**config.mk**
```make
export PLATFORM = sky130hd
export DESIGN_NAME = alarm_relay_control
export DESIGN_NICKNAME = d
export VERILOG_FILES = /design/src/core/alarm_pkg.sv /design/src/core/alarm_relay_control.sv /design/src/core/pin_sync.sv
export VERILOG_INCLUDE_DIRS = /design/src /design/src/core
export SDC_FILE = /design/constraint.sdc
export NUM_CORES = 1
export LEC_CHECK = 0
export ABC_AREA = 1
export BUFFER_PORTS_ARGS = -buffer_cell sky130_fd_sc_hd__buf_2
export CAP_MARGIN = 40
export CELL_PAD_IN_SITES_DETAIL_PLACEMENT = 0
export CELL_PAD_IN_SITES_GLOBAL_PLACEMENT = 1
export CORE_MARGIN = 1.5
export CORE_UTILIZATION = 35
export CTS_CLUSTER_DIAMETER = 80
export DETAILED_ROUTE_END_ITERATION = 16
export MAX_ROUTING_LAYER = met4
export PLACE_DENSITY_LB_ADDON = 0.1
export RECOVER_POWER = 50
export SYNTH_ARGS = -nofsm -noshare
export SYNTH_HDL_FRONTEND = slang
export SYNTH_SLANG_ARGS = --single-unit
```
**constraint.sdc**
```tcl
create_clock -name ref_clk -period 2.7 [get_ports ref_clk]
set_input_delay 0.405 -clock ref_clk [delete_from_list [all_inputs] [get_ports ref_clk]]
set_output_delay 0.405 -clock ref_clk [all_outputs]
set_load 0.02 [all_outputs]
```
**src/core/alarm_relay_cfg.svh**
```systemverilog
// Notes on behaviour
// per-rack critical, major, minor outputs, six racks
// one software-controlled audible alarm output
// rack, remote, local, row-end alarm groups
// outputs follow requests, gated; critical fail-safe
// relay state readable by both cards always
// fan relays change only by software writes; nrst also clears them here
// critical drive de-energised means alarming
// major/minor need request and one sane card
// critical on request or both cards insane
// transfer gate on passes remote alarms
// transfer gate off blocks remote alarms
// remote alarm on, no current: lamp failure
// fan relays individually settable per frame
// master drives outputs, both cards read
// audible: both insane, or sane and requested
// each card signals its own sanity
// lamp failure latched until software clears
`ifndef ALARM_RELAY_CFG_SVH
`define ALARM_RELAY_CFG_SVH

// ****************************************
// sizes
// ****************************************
`define RACK_COUNT 6
`define FAN_COUNT 6
`define LEVEL_COUNT 3
`define REG_ADDR_W 8
`define REG_DATA_W 32

// ****************************************
// register offsets
// ****************************************
`define OFF_RACK_REQ 8'h00
`define OFF_AUX_REQ 8'h04
`define OFF_FAN 8'h08
`define OFF_RELAY_STATE 8'h0C
`define OFF_LAMP_STATUS 8'h10
`define OFF_LAMP_MASK 8'h14
`define OFF_CARD_STATE 8'h18

// ****************************************
// field positions
// ****************************************
`define AUX_AUDIBLE_BIT 0
`define AUX_GATE_BIT 1
`define AUX_REMOTE_LSB 2
`define AUX_LOCAL_LSB 5
`define CARD_SANE_A_BIT 0
`define CARD_SANE_B_BIT 1
`define CARD_MASTER_BIT 2

// ****************************************
// reset values
// ****************************************
`define RACK_REQ_RST 18'h00000
`define AUX_REQ_RST 8'h00
`define FAN_RST 6'h00
`define LAMP_MASK_RST 3'h0

// ****************************************
// timing
// ****************************************
`define CLK_PERIOD_NS 10
`define LAMP_SETTLE_NS 1000
`define LAMP_SETTLE_CYC ((`LAMP_SETTLE_NS + `CLK_PERIOD_NS - 1) / `CLK_PERIOD_NS)
`define LAMP_CNT_W 7

`endif

```
**src/core/alarm_pkg.sv**
```systemverilog
`include "alarm_relay_cfg.svh"
package alarm_pkg;
  typedef struct packed {
    logic critical;
    logic major;
    logic minor;
  } level_t;

  typedef level_t [`RACK_COUNT-1:0] rack_levels_t;

  typedef struct packed {
    level_t local_lvl;
    level_t remote;
    logic gate;
    logic audible;
  } aux_req_t;

  typedef struct packed {
    rack_levels_t rack;
    aux_req_t aux;
  } card_req_t;

  typedef struct packed {
    rack_levels_t rack;
    level_t row_end;
    logic audible;
    level_t remote;
    level_t local_lvl;
  } relay_state_t;
endpackage

```
**src/core/alarm_relay_control.sv**
```systemverilog
// The register addresses and the address-and-strobe port were left to the implementer.
`timescale 1ns/10ps
`default_nettype none
`include "alarm_relay_cfg.svh"
module alarm_relay_control
  import alarm_pkg::*;
(
  input wire logic ref_clk,
  input wire logic nrst,
  input wire logic [`REG_ADDR_W-1:0] reg_addr,
  input wire logic [`REG_DATA_W-1:0] reg_wdata,
  input wire logic reg_wr,
  input wire logic reg_rd,
  input wire logic reg_card,
  output logic [`REG_DATA_W-1:0] reg_rdata,
  input wire logic sane_a_pin,
  input wire logic sane_b_pin,
  input wire logic master_b_pin,
  input wire logic [`LEVEL_COUNT-1:0] lamp_sense_pin,
  output logic [`RACK_COUNT-1:0] rack_critical_quiet,
  output logic [`RACK_COUNT-1:0] rack_major,
  output logic [`RACK_COUNT-1:0] rack_minor,
  output logic row_end_critical_quiet,
  output logic row_end_major,
  output logic row_end_minor,
  output logic audible_alarm,
  output logic [`LEVEL_COUNT-1:0] remote_maintenance_alarm,
  output logic [`LEVEL_COUNT-1:0] local_maintenance_alarm,
  output logic [`FAN_COUNT-1:0] fan_relay,
  output logic irq
);
  // ****************************************
  // pin synchronisers
  // ****************************************
  logic [`LEVEL_COUNT+2:0] pins_s;
  logic sane_a_s;
  logic sane_b_s;
  logic master_b_s;
  logic [`LEVEL_COUNT-1:0] lamp_s;

  pin_sync #(.W(`LEVEL_COUNT + 3)) u_sync (
    .ref_clk(ref_clk),
    .nrst(nrst),
    .pin_in({lamp_sense_pin, master_b_pin, sane_b_pin, sane_a_pin}),
    .pin_out(pins_s)
  );

  assign sane_a_s = pins_s[0];
  assign sane_b_s = pins_s[1];
  assign master_b_s = pins_s[2];
  assign lamp_s = pins_s[`LEVEL_COUNT+2:3];

  // ****************************************
  // register decode
  // ****************************************
  function automatic logic hit(input logic [`REG_ADDR_W-1:0] a, input logic [`REG_ADDR_W-1:0] off);
    hit = (a == off);
  endfunction

  logic master_wr;
  assign master_wr = reg_wr && (reg_card == master_b_s);

  // each card writes its own request bank; only the master's bank drives
  card_req_t bank_ff [2];
  logic [`FAN_COUNT-1:0] fan_ff;
  logic [`LEVEL_COUNT-1:0] lamp_stat_ff;
  logic [`LEVEL_COUNT-1:0] lamp_mask_ff;
  logic [`LEVEL_COUNT-1:0] lamp_evt;
  logic [`REG_DATA_W-1:0] rdata_ff;
  relay_state_t relay_ff;

  always_ff @(posedge ref_clk or negedge nrst) begin
    if (!nrst) begin
      for (int c = 0; c < 2; c++) begin
        bank_ff[c].rack <= `RACK_REQ_RST;
        bank_ff[c].aux <= `AUX_REQ_RST;
      end
    end else if (reg_wr) begin
      if (hit(reg_addr, `OFF_RACK_REQ)) begin
        bank_ff[reg_card].rack <= reg_wdata[3*`RACK_COUNT-1:0];
      end
      if (hit(reg_addr, `OFF_AUX_REQ)) begin
        bank_ff[reg_card].aux <= reg_wdata[7:0];
      end
    end
  end

  // fan relays are cleared by nrst; otherwise only a master write moves them
  always_ff @(posedge ref_clk or negedge nrst) begin
    if (!nrst) begin
      fan_ff <= `FAN_RST;
    end else if (master_wr && hit(reg_addr, `OFF_FAN)) begin
      fan_ff <= reg_wdata[`FAN_COUNT-1:0];
    end
  end

  always_ff @(posedge ref_clk or negedge nrst) begin
    if (!nrst) begin
      lamp_mask_ff <= `LAMP_MASK_RST;
    end else if (master_wr && hit(reg_addr, `OFF_LAMP_MASK)) begin
      lamp_mask_ff <= reg_wdata[`LEVEL_COUNT-1:0];
    end
  end

  // a new failure in the clearing cycle wins over the clear
  always_ff @(posedge ref_clk or negedge nrst) begin
    if (!nrst) begin
      lamp_stat_ff <= '0;
    end else if (master_wr && hit(reg_addr, `OFF_LAMP_STATUS)) begin
      lamp_stat_ff <= (lamp_stat_ff & ~reg_wdata[`LEVEL_COUNT-1:0]) | lamp_evt;
    end else begin
      lamp_stat_ff <= lamp_stat_ff | lamp_evt;
    end
  end

  // level output: stays high until software clears or masks the bit
  assign irq = |(lamp_stat_ff & lamp_mask_ff);

  // ****************************************
  // register read
  // ****************************************
  logic [`REG_DATA_W-1:0] nxt_rdata;

  always_comb begin
    nxt_rdata = '0;
    if (reg_rd) begin
      case (reg_addr)
        `OFF_RACK_REQ: nxt_rdata = {14'h0, bank_ff[reg_card].rack};
        `OFF_AUX_REQ: nxt_rdata = {24'h0, bank_ff[reg_card].aux};
        `OFF_FAN: nxt_rdata = {26'h0, fan_ff};
        `OFF_RELAY_STATE: nxt_rdata = {4'h0, relay_ff};
        `OFF_LAMP_STATUS: nxt_rdata = {29'h0, lamp_stat_ff};
        `OFF_LAMP_MASK: nxt_rdata = {29'h0, lamp_mask_ff};
        `OFF_CARD_STATE: nxt_rdata = {29'h0, master_b_s, sane_b_s, sane_a_s};
        default: nxt_rdata = '0;
      endcase
    end
  end

  always_ff @(posedge ref_clk or negedge nrst) begin
    if (!nrst) begin
      rdata_ff <= '0;
    end else begin
      rdata_ff <= nxt_rdata;
    end
  end

  // registered, so read data stand exactly in the cycle after the strobe
  assign reg_rdata = rdata_ff;

  // ****************************************
  // alarm gating
  // ****************************************
  logic sane_any;
  card_req_t req;
  relay_state_t nxt_relay;

  assign sane_any = sane_a_s | sane_b_s;
  assign req = master_b_s ? bank_ff[1] : bank_ff[0];

  function automatic level_t gate_level(input level_t r, input logic sane);
    gate_level.critical = r.critical | !sane;
    gate_level.major = r.major & sane;
    gate_level.minor = r.minor & sane;
  endfunction

  // row-end panel shows the worst state of any rack per level
  always_comb begin
    nxt_relay = '0;
    for (int i = 0; i < `RACK_COUNT; i++) begin
      nxt_relay.rack[i] = gate_level(req.rack[i], sane_any);
      nxt_relay.row_end = nxt_relay.row_end | nxt_relay.rack[i];
    end
    nxt_relay.audible = !sane_any | req.aux.audible;
    if (req.aux.gate) begin
      nxt_relay.remote = gate_level(req.aux.remote, sane_any);
    end else begin
      nxt_relay.remote = '0;
    end
    nxt_relay.local_lvl = gate_level(req.aux.local_lvl, sane_any);
  end

  // reset leaves the critical relays energised; right after release the synced
  // sanity pins read insane for two edges, so the fail-safe path raises the alarm
  always_ff @(posedge ref_clk or negedge nrst) begin
    if (!nrst) begin
      relay_ff <= '0;
    end else begin
      relay_ff <= nxt_relay;
    end
  end

  // ****************************************
  // relay drive
  // ****************************************
  genvar g;
  generate
    for (g = 0; g < `RACK_COUNT; g++) begin : g_rack
      assign rack_critical_quiet[g] = ~relay_ff.rack[g].critical;
      assign rack_major[g] = relay_ff.rack[g].major;
      assign rack_minor[g] = relay_ff.rack[g].minor;
    end
  endgenerate

  assign row_end_critical_quiet = ~relay_ff.row_end.critical;
  assign row_end_major = relay_ff.row_end.major;
  assign row_end_minor = relay_ff.row_end.minor;
  assign audible_alarm = relay_ff.audible;
  assign remote_maintenance_alarm = relay_ff.remote;
  assign local_maintenance_alarm = relay_ff.local_lvl;
  assign fan_relay = fan_ff;

  // ****************************************
  // lamp failure sensing
  // ****************************************
  // relay contacts and opto need time to settle before missing current means a bad lamp
  generate
    for (g = 0; g < `LEVEL_COUNT; g++) begin : g_lamp
      logic [`LAMP_CNT_W-1:0] settle_ff;
      logic settled;
      assign settled = (settle_ff == `LAMP_CNT_W'(`LAMP_SETTLE_CYC));
      always_ff @(posedge ref_clk or negedge nrst) begin
        if (!nrst) begin
          settle_ff <= '0;
        end else if (!relay_ff.remote[g]) begin
          settle_ff <= '0;
        end else if (!settled) begin
          settle_ff <= settle_ff + `LAMP_CNT_W'(1);
        end
      end
      assign lamp_evt[g] = settled && relay_ff.remote[g] && !lamp_s[g];
    end
  endgenerate
endmodule
`default_nettype wire

```
**src/core/pin_sync.sv**
```systemverilog
`timescale 1ns/10ps
`default_nettype none
module pin_sync #(
  parameter int W = 1
) (
  input wire logic ref_clk,
  input wire logic nrst,
  input wire logic [W-1:0] pin_in,
  output logic [W-1:0] pin_out
);
  logic [W-1:0] stage1_ff;
  logic [W-1:0] stage2_ff;

  // first stage feeds only the second stage
  always_ff @(posedge ref_clk or negedge nrst) begin
    if (!nrst) begin
      stage1_ff <= '0;
      stage2_ff <= '0;
    end else begin
      stage1_ff <= pin_in;
      stage2_ff <= stage1_ff;
    end
  end

  assign pin_out = stage2_ff;
endmodule
`default_nettype wire
```
==> metrics.md, run 1 <==
| Metric | Value |
|---|---|
| RSZ-0062 raised after global routing | `false` |
| Peak VDD IR | `roughly 0.37 mV` |
| Hold WC Path Type | `in2reg` |
| Final hold viol count | `0` |
| Yosys warnings | `0` |
| Cell with the most instances after synthesis | `nand2_1` |
| Async SR Flop Fraction | `100%` |
| Post-DP HPWL | `around 13000 um` |
| Vias in the first global route | `about 5100` |
| Crit path DAT | `~2500 ps` |
| Slew Viols, Final | `0` |
| Seq/Total Area, Yosys | `54.8%` |
| FILL cells | `~2000` |
| CORE AREA | `0.0195 mm2` |
| CTS buffer count | `17` |
| Top cell by count, worst path | `nor2_1` |
| Crit path kind | `in2reg` |
| Initial antenna violation count | `0` |
| Least-Margin Pin Slew | `1330 ps` |
| Clock Skew | `11.5 ps` |
| Critical Path Max Stage Delay | `around 680 ps` |
| Clk Latency, worst-skew pair | `420 ps` |
| Final period util | `between 70% and 80%` |
| Setup Fix Bufs, Post-CTS | `0` |
| CTS root buf | `clkbuf_16` |
| Post-route minimum period | `2120 ps` |
| Grt total ovfl | `0` |
| Synth Area in Simple Gates | `21.4%` |
| XOR/XNOR share of the synthesized area | `0.502%` |
| Synth unique cells | `39` |
| Routed Wire Length | `~18000 um` |
| Critical path's slowest cell | `nor2_1` |
| CP max FO | `12` |
| Yosys top cell area share | `54.8%` |
| Switching Power | `1270 uW` |
| Seq pwr share | `45.9%` |
| Critical path's top delay family | `simple AND/OR/NAND/NOR gates` |
| Post-Synth Adder-Cell Area | `~1.1%` |
| CTS tree | `yes` |
| Combinational power share | `around 6%` |
| Via count | `5290` |
| Total placed instance area | `0.00754 mm2` |
| Critical-path cell list | `buf_2, inv_1, nand2_1, nor2_1, nand2_4, nor2_1, inv_2, o22ai_1` |
| Routed Antenna Nets | `0` |
| First-pass GRT wire length | `28600 um` |
| Main combinational cell family by area after synthesis | `simple AND/OR/NAND/NOR gates` |
| PortBufs | `slightly below 100` |
| Mapped Cells | `772` |
| Total power | `5180 uW` |
| Final core occ | `41.5%` |
| Die ar. | `~0.021 mm2` |
| Cell taking the most area after synthesis | `dfrtp_1` |
| Area Overhead vs Synth | `16.0%` |
| CP Capture Type | `flip-flop` |
| Yosys reg bits | `153` |
| Drt wl/cell | `16.0 um` |
| P_int | `about 3900 uW` |
| Fraction of layout cells with a size suffix above 1 | `between 20% and 30%` |
| Syn avg cell area | `9.05 um2` |
| Largest net degree at the start of global routing | `62` |
| Max_cap viols | `0` |
| LEAKAGE | `0.00408 uW` |
| Clock network power share | `48.0%` |
| Overall Global Routing Usage | `approximately a fifth` |
| Avg Vias per Cell | `4.66` |
| Die X | `144 um` |
| Max clock buf depth | `2` |
| CP Launch Type | `primary input` |
| I/O pin total | `118` |
| Sw frac | `about a quarter` |
| Setup violators final | `0` |
| CP required | `3030 ps` |
| Synth top area cells | `dfrtp_1 (55%), nand2_1 (11%), inv_1 (4.7%)` |
| Fin nets | `915` |
| Residual DRC count | `0` |
| Sinks on the clock net | `about 150` |
| Design area | `0.00810 mm2` |
| Pwr dens | `640 mW/mm2` |
| DRT iter0 DRCs | `between 200 and 250` |
| Max-Slew Margin vs Limit | `11.3%` |
| Post-synthesis compound-gate area fraction | `between 10% and 20%` |
| Setup_tns | `0 ps` |
| Clk pin slew, worst setup/hold paths | `70 ps` |
| GPL Wtd Cong | `between 0.8 and 0.9` |
| Number of flops mapped to enable cells by yosys | `0` |
| Die Y | `approximately 140 um` |
| Status | `finished clean` |
| Critical path buffers and inverters | `3` |
| Row count | `51` |
| Pre-antenna DRT Iters | `4` |
| Fmax | `around 0.47 GHz` |
| # diodes | `0` |
| H-tree levels | `4` |
| Initial Util | `35.8%` |
| Post-synthesis cell area | `0.00698 mm2` |
| Mux cell area share after synthesis | `1.15%` |
| Primary FF master, synth | `dfrtp_1` |
| Top cells by count, synth | `nand2_1 (196), dfrtp_1 (153), inv_1 (87)` |
## per-layer routing
layer	wire length (um)	share of wire, %	GRT usage, %
met2	8250	45	27.9
met4	157	0.87	5.10
met5	0	0	-
met1	8980	49	27.1
met3	760	4.2	3.64
## registers in the layout (all words and copies together) (netlist names), 3 cells and up
| register | cells |
|---|---|
| rack_major | 6 |
| relay_ff | 7 |
| fan_relay | 6 |
| u_sync.pin_out | 6 |
| rack_minor | 6 |
| bank_ff | 52 |
| local_maintenance_alarm | 3 |
| g_lamp.settle_ff | 21 |
| lamp_stat_ff | 3 |
| reg_rdata | 28 |
| u_sync.stage1_ff | 6 |
| lamp_mask_ff | 3 |
| remote_maintenance_alarm | 3 |
## worst paths after layout
| check | from | slack (ps) | cells past startpoint | end |
|---|---|---|---|---|
| setup reg to reg | u_sync.pin_out[2]$_DFF_PN0_ | 1040 | 6 | row_end_major$_DFF_PN0_ |
| setup / recovery | reg_addr[1] | 580 | 8 | reg_rdata[15]$_DFF_PN0_ |
| min in group asynchronous | nrst | 800 | 2 | g_lamp[1].settle_ff[3]$_DFFE_PN0P_ |
| hold / removal | sane_b_pin | 80 | 1 | u_sync.stage1_ff[1]$_DFF_PN0_ |
| max in group asynchronous | nrst | 870 | 3 | bank_ff[39]$_DFFE_PN0P_ |
| hold reg to reg | u_sync.stage1_ff[2]$_DFF_PN0_ | 350 | 0 | u_sync.pin_out[2]$_DFF_PN0_ |
## timing repair
action                     in CTS  in global routing
setup endpoints to repair       0                  0
hold endpoints to repair       48                  0
gates resized for setup         0                  0
hold buffers                    1                  0
## power by group through the flow
stage / registers [uW] / logic, uW / clock network, uW
2_1_floorplan: 2420 / 182 / 0
3_3_place_gp: 2420 / 325 / 0
3_5_place_dp: 2420 / 330 / 0
4_1_cts: 2380 / 332 / 2560
5_1_grt: 2390 / 358 / 2670
6_report: 2380 / 317 / 2490
## layout by cell type (no fill, tap or decap), types with 6 or more instances in the layout
cell type,n
a21oi_1,19
buf_2,97
buf_4,8
clkbuf_16,17
dfrtp_1,153
ha_1,6
inv_1,87
inv_6,7
mux2i_1,8
nand2_1,199
nand3_1,43
nand4_1,6
nor2_1,60
o21ai_0,71
o21ai_1,12
o21ai_2,19
## metrics by stage
stage,std cells,worst slack [ps],hold slack [ps]
2_1_floorplan,775,1340,109
3_3_place_gp,1103,594,335
3_5_place_dp,1103,631,337
4_1_cts,1136,1050,61.2
5_1_grt,1136,452,58.4
6_report,1136,580,82.5
## area by class of cell
cell class | instances | area (um2) | area share [%]
Tap cell | 265 | 332 | 4.09
Multi-Input combinational cell | 487 | 2400 | 29.6
Sequential cell | 153 | 3830 | 47.3
Clock buffer | 17 | 425 | 5.25
Inverter | 90 | 344 | 4.25
Clock inverter | 15 | 186 | 2.30
Timing Repair Buffer | 109 | 584 | 7.21
## cell families (layout without fill, tap and decap cells)
| kind of cell | Yosys count | count (layout) |
|---|---|---|
| XOR/XNOR | 4 | 4 |
| AND/OR/NAND/NOR | 333 | 333 |
| other | 1 | 4 |
| multiplexers | 8 | 8 |
| flip-flops | 153 | 153 |
| buffers and inverters | 135 | 231 |
| AO/OA/AOI/OAI | 132 | 132 |
| adder cells (fa/ha/maj) | 6 | 6 |
Power figures use the tool's default switching activity.
==> run 2, diff against run 1 <==
==> constraint.sdc (replaced) <==
create_clock -name ref_clk -period 1.9 [get_ports ref_clk]
set_input_delay 0.285 -clock ref_clk [delete_from_list [all_inputs] [get_ports ref_clk]]
set_output_delay 0.285 -clock ref_clk [all_outputs]
set_load 0.02 [all_outputs]
==> metrics.md, run 2 (synthesis results as in run 1) <==
| Metric | Value |
|---|---|
| Critical path buffers and inverters | `1 (-2)` |
| CTS buffer count | `17 (unchanged)` |
| Clk Latency, worst-skew pair | `430 ps (about the same)` |
| RSZ-0062 raised after global routing | `false` |
| Vias in the first global route | `5295 (+3.6%)` |
| Status | `finished clean` |
| Overall Global Routing Usage | `19.1% (about the same)` |
| Initial antenna violation count | `0 (unchanged)` |
| Die X | `144 um (unchanged)` |
| Max_cap viols | `0 (unchanged)` |
| Grt total ovfl | `0 (unchanged)` |
| Pre-antenna DRT Iters | `4 (unchanged)` |
| CP required | `2210 ps (-820 ps)` |
| Routed Wire Length | `18000 um (-0.69%)` |
| Crit path kind | `reg2reg` |
| LEAKAGE | `0.00409 uW (+0.15%)` |
| Area Overhead vs Synth | `16.9%` |
| Critical path's top delay family | `compound AO/OA/AOI/OAI gates` |
| Total power | `7160 uW (+38%)` |
| Critical-path cell list | `clkinvlp_4, o21ai_2, nand2_1, o21ai_0, o21ai_0` |
| Clock Skew | `9.07 ps (-2.43 ps)` |
| Post-DP HPWL | `13200 um (about the same)` |
| Fraction of layout cells with a size suffix above 1 | `21.0% (+0.54 points)` |
| Pwr dens | `877 mW/mm2 (+37%)` |
| Reg with most FFs | `bank_ff` |
| Residual DRC count | `0 (unchanged)` |
| CTS tree | `yes` |
| Setup_tns | `0 ps (unchanged)` |
| Area of the multi-input gates | `0.00240 mm2 (unchanged)` |
| Initial Util | `35.8% (unchanged)` |
| Setup violators final | `0 (unchanged)` |
| FILL cells | `2045 (+2.9%)` |
| Fmax | `0.599 GHz` |
| PortBufs | `99 (unchanged)` |
| Avg Vias per Cell | `4.60 (-1.3%)` |
| Critical path's slowest cell | `dfrtp_1` |
| Fin nets | `926 (+1.2%)` |
| Peak VDD IR | `0.615 mV (+66%)` |
| Max reg flops | `52 (unchanged)` |
| Via count | `5272 (-0.34%)` |
| Hold WC Path Type | `in2reg` |
| Hold_ws | `110 ps (+27.7 ps)` |
| Setup Fix Bufs, Post-CTS | `0 (unchanged)` |
| Critical Path Max Stage Delay | `400 ps (-280 ps)` |
| CP Launch Type | `flip-flop` |
| Max-Slew Margin vs Limit | `32.5% (+21 points)` |
| Final period util | `87.8%` |
| Die ar. | `0.0208 mm2 (unchanged)` |
| DRT iter0 DRCs | `285 (+23%)` |
| Post-route minimum period | `about 1700 ps` |
| Sinks on the clock net | `153 (unchanged)` |
| Final hold viol count | `0 (unchanged)` |
| Row count | `51 (unchanged)` |
| Commonest non-fill, non-tap cells in the layout | `nand2_1 (199), dfrtp_1 (153), buf_2 (98)` |
| # diodes | `0 (unchanged)` |
| CP Capture Type | `flip-flop` |
| Max clock buf depth | `2 (unchanged)` |
| Final core occ | `41.8% (+0.33 points)` |
| Most common cell after layout, fill and taps aside | `nand2_1` |
| CP max FO | `12 (unchanged)` |
| Reg area | `0.00383 mm2 (unchanged)` |
| Least-Margin Pin Slew | `1010 ps (-319 ps)` |
| Routed Antenna Nets | `0 (unchanged)` |
| Largest net degree at the start of global routing | `61 (-1.6%)` |
| Crit path DAT | `1980 ps (-470 ps)` |
| I/O pin total | `118 (unchanged)` |
| Top cell by count, worst path | `o21ai_0` |
| Die Y | `144 um (unchanged)` |
| GPL Wtd Cong | `0.838 (-1.1%)` |
| Clk pin slew, worst setup/hold paths | `70 ps (about the same)` |
| First-pass GRT wire length | `28800 um (+0.92%)` |
| Slew Viols, Final | `0 (unchanged)` |
| CORE AREA | `0.0195 mm2 (unchanged)` |
| Drt wl/cell | `15.7 um (-1.6%)` |
| H-tree levels | `4 (unchanged)` |
| CTS root buf | `clkbuf_16` |
## run 2: routing by layer
layer	vias to the layer above	part of all wire (%)	global-route usage, %	routed length (um)
li1	2640	-	-	-
met1	2498	49	26.7	8910
met2	115	44	28.3	8000
met3	19	4.8	3.84	865
met4	0	1.3	5.10	235
met5	-	0	-	0
## run 2: through the flow
step	setup slack (ps)	instance area, um2	std cells
6_report	231	8170	1147
5_1_grt	28.3	8170	1147
4_1_cts	245	8240	1147
3_5_place_dp	171	7590	1108
3_3_place_gp	197	7590	1108
2_1_floorplan	653	6990	775
## run 2: report_power, final
part | total, uW | switching, uW | internal [uW] | leakage (uW)
clock | 3310 | 1560 | 1750 | 0.000276
combinational | 467 | 326 | 141 | 0.00175
sequential | 3380 | 51.1 | 3330 | 0.00207
## run 2: cell type report
cell class / instances / share of cell area (%)
timing repair buffer: 120 / 8.29
sequential: 153 / 46.9
tap: 265 / 4.06
clock buffer: 17 / 5.21
multi-input combinational: 487 / 29.4
inverter: 90 / 4.24
clock inverter: 15 / 1.90
## run 2: timing repair
action                                  in CTS  in global routing
resized for setup                            0                  1
hold buffers                                 7                  0
endpoints found under the setup margin       0                  1
endpoints found under the hold margin       22                  0
## run 2: tightest hold or removal path, cell delays in order
cell     delay [ps]
buf_2            90
inv_1            70
o21ai_2          60
## run 2: final timing paths
check                                         startpoint                            endpoint  slack [ps]  cells past startpoint
hold reg to reg            u_sync.stage1_ff[2]$_DFF_PN0_         u_sync.pin_out[2]$_DFF_PN0_         350                      0
setup reg to reg             u_sync.pin_out[2]$_DFF_PN0_           lamp_stat_ff[0]$_DFF_PN0_         230                      5
min in group asynchronous                           nrst  g_lamp[1].settle_ff[1]$_DFFE_PN0P_         550                      2
max in group asynchronous                           nrst             rack_minor[0]$_DFF_PN0_         290                      3
hold / removal                             reg_wdata[10]             bank_ff[44]$_DFFE_PN0P_         110                      3
setup / recovery             u_sync.pin_out[2]$_DFF_PN0_           lamp_stat_ff[0]$_DFF_PN0_         230                      5
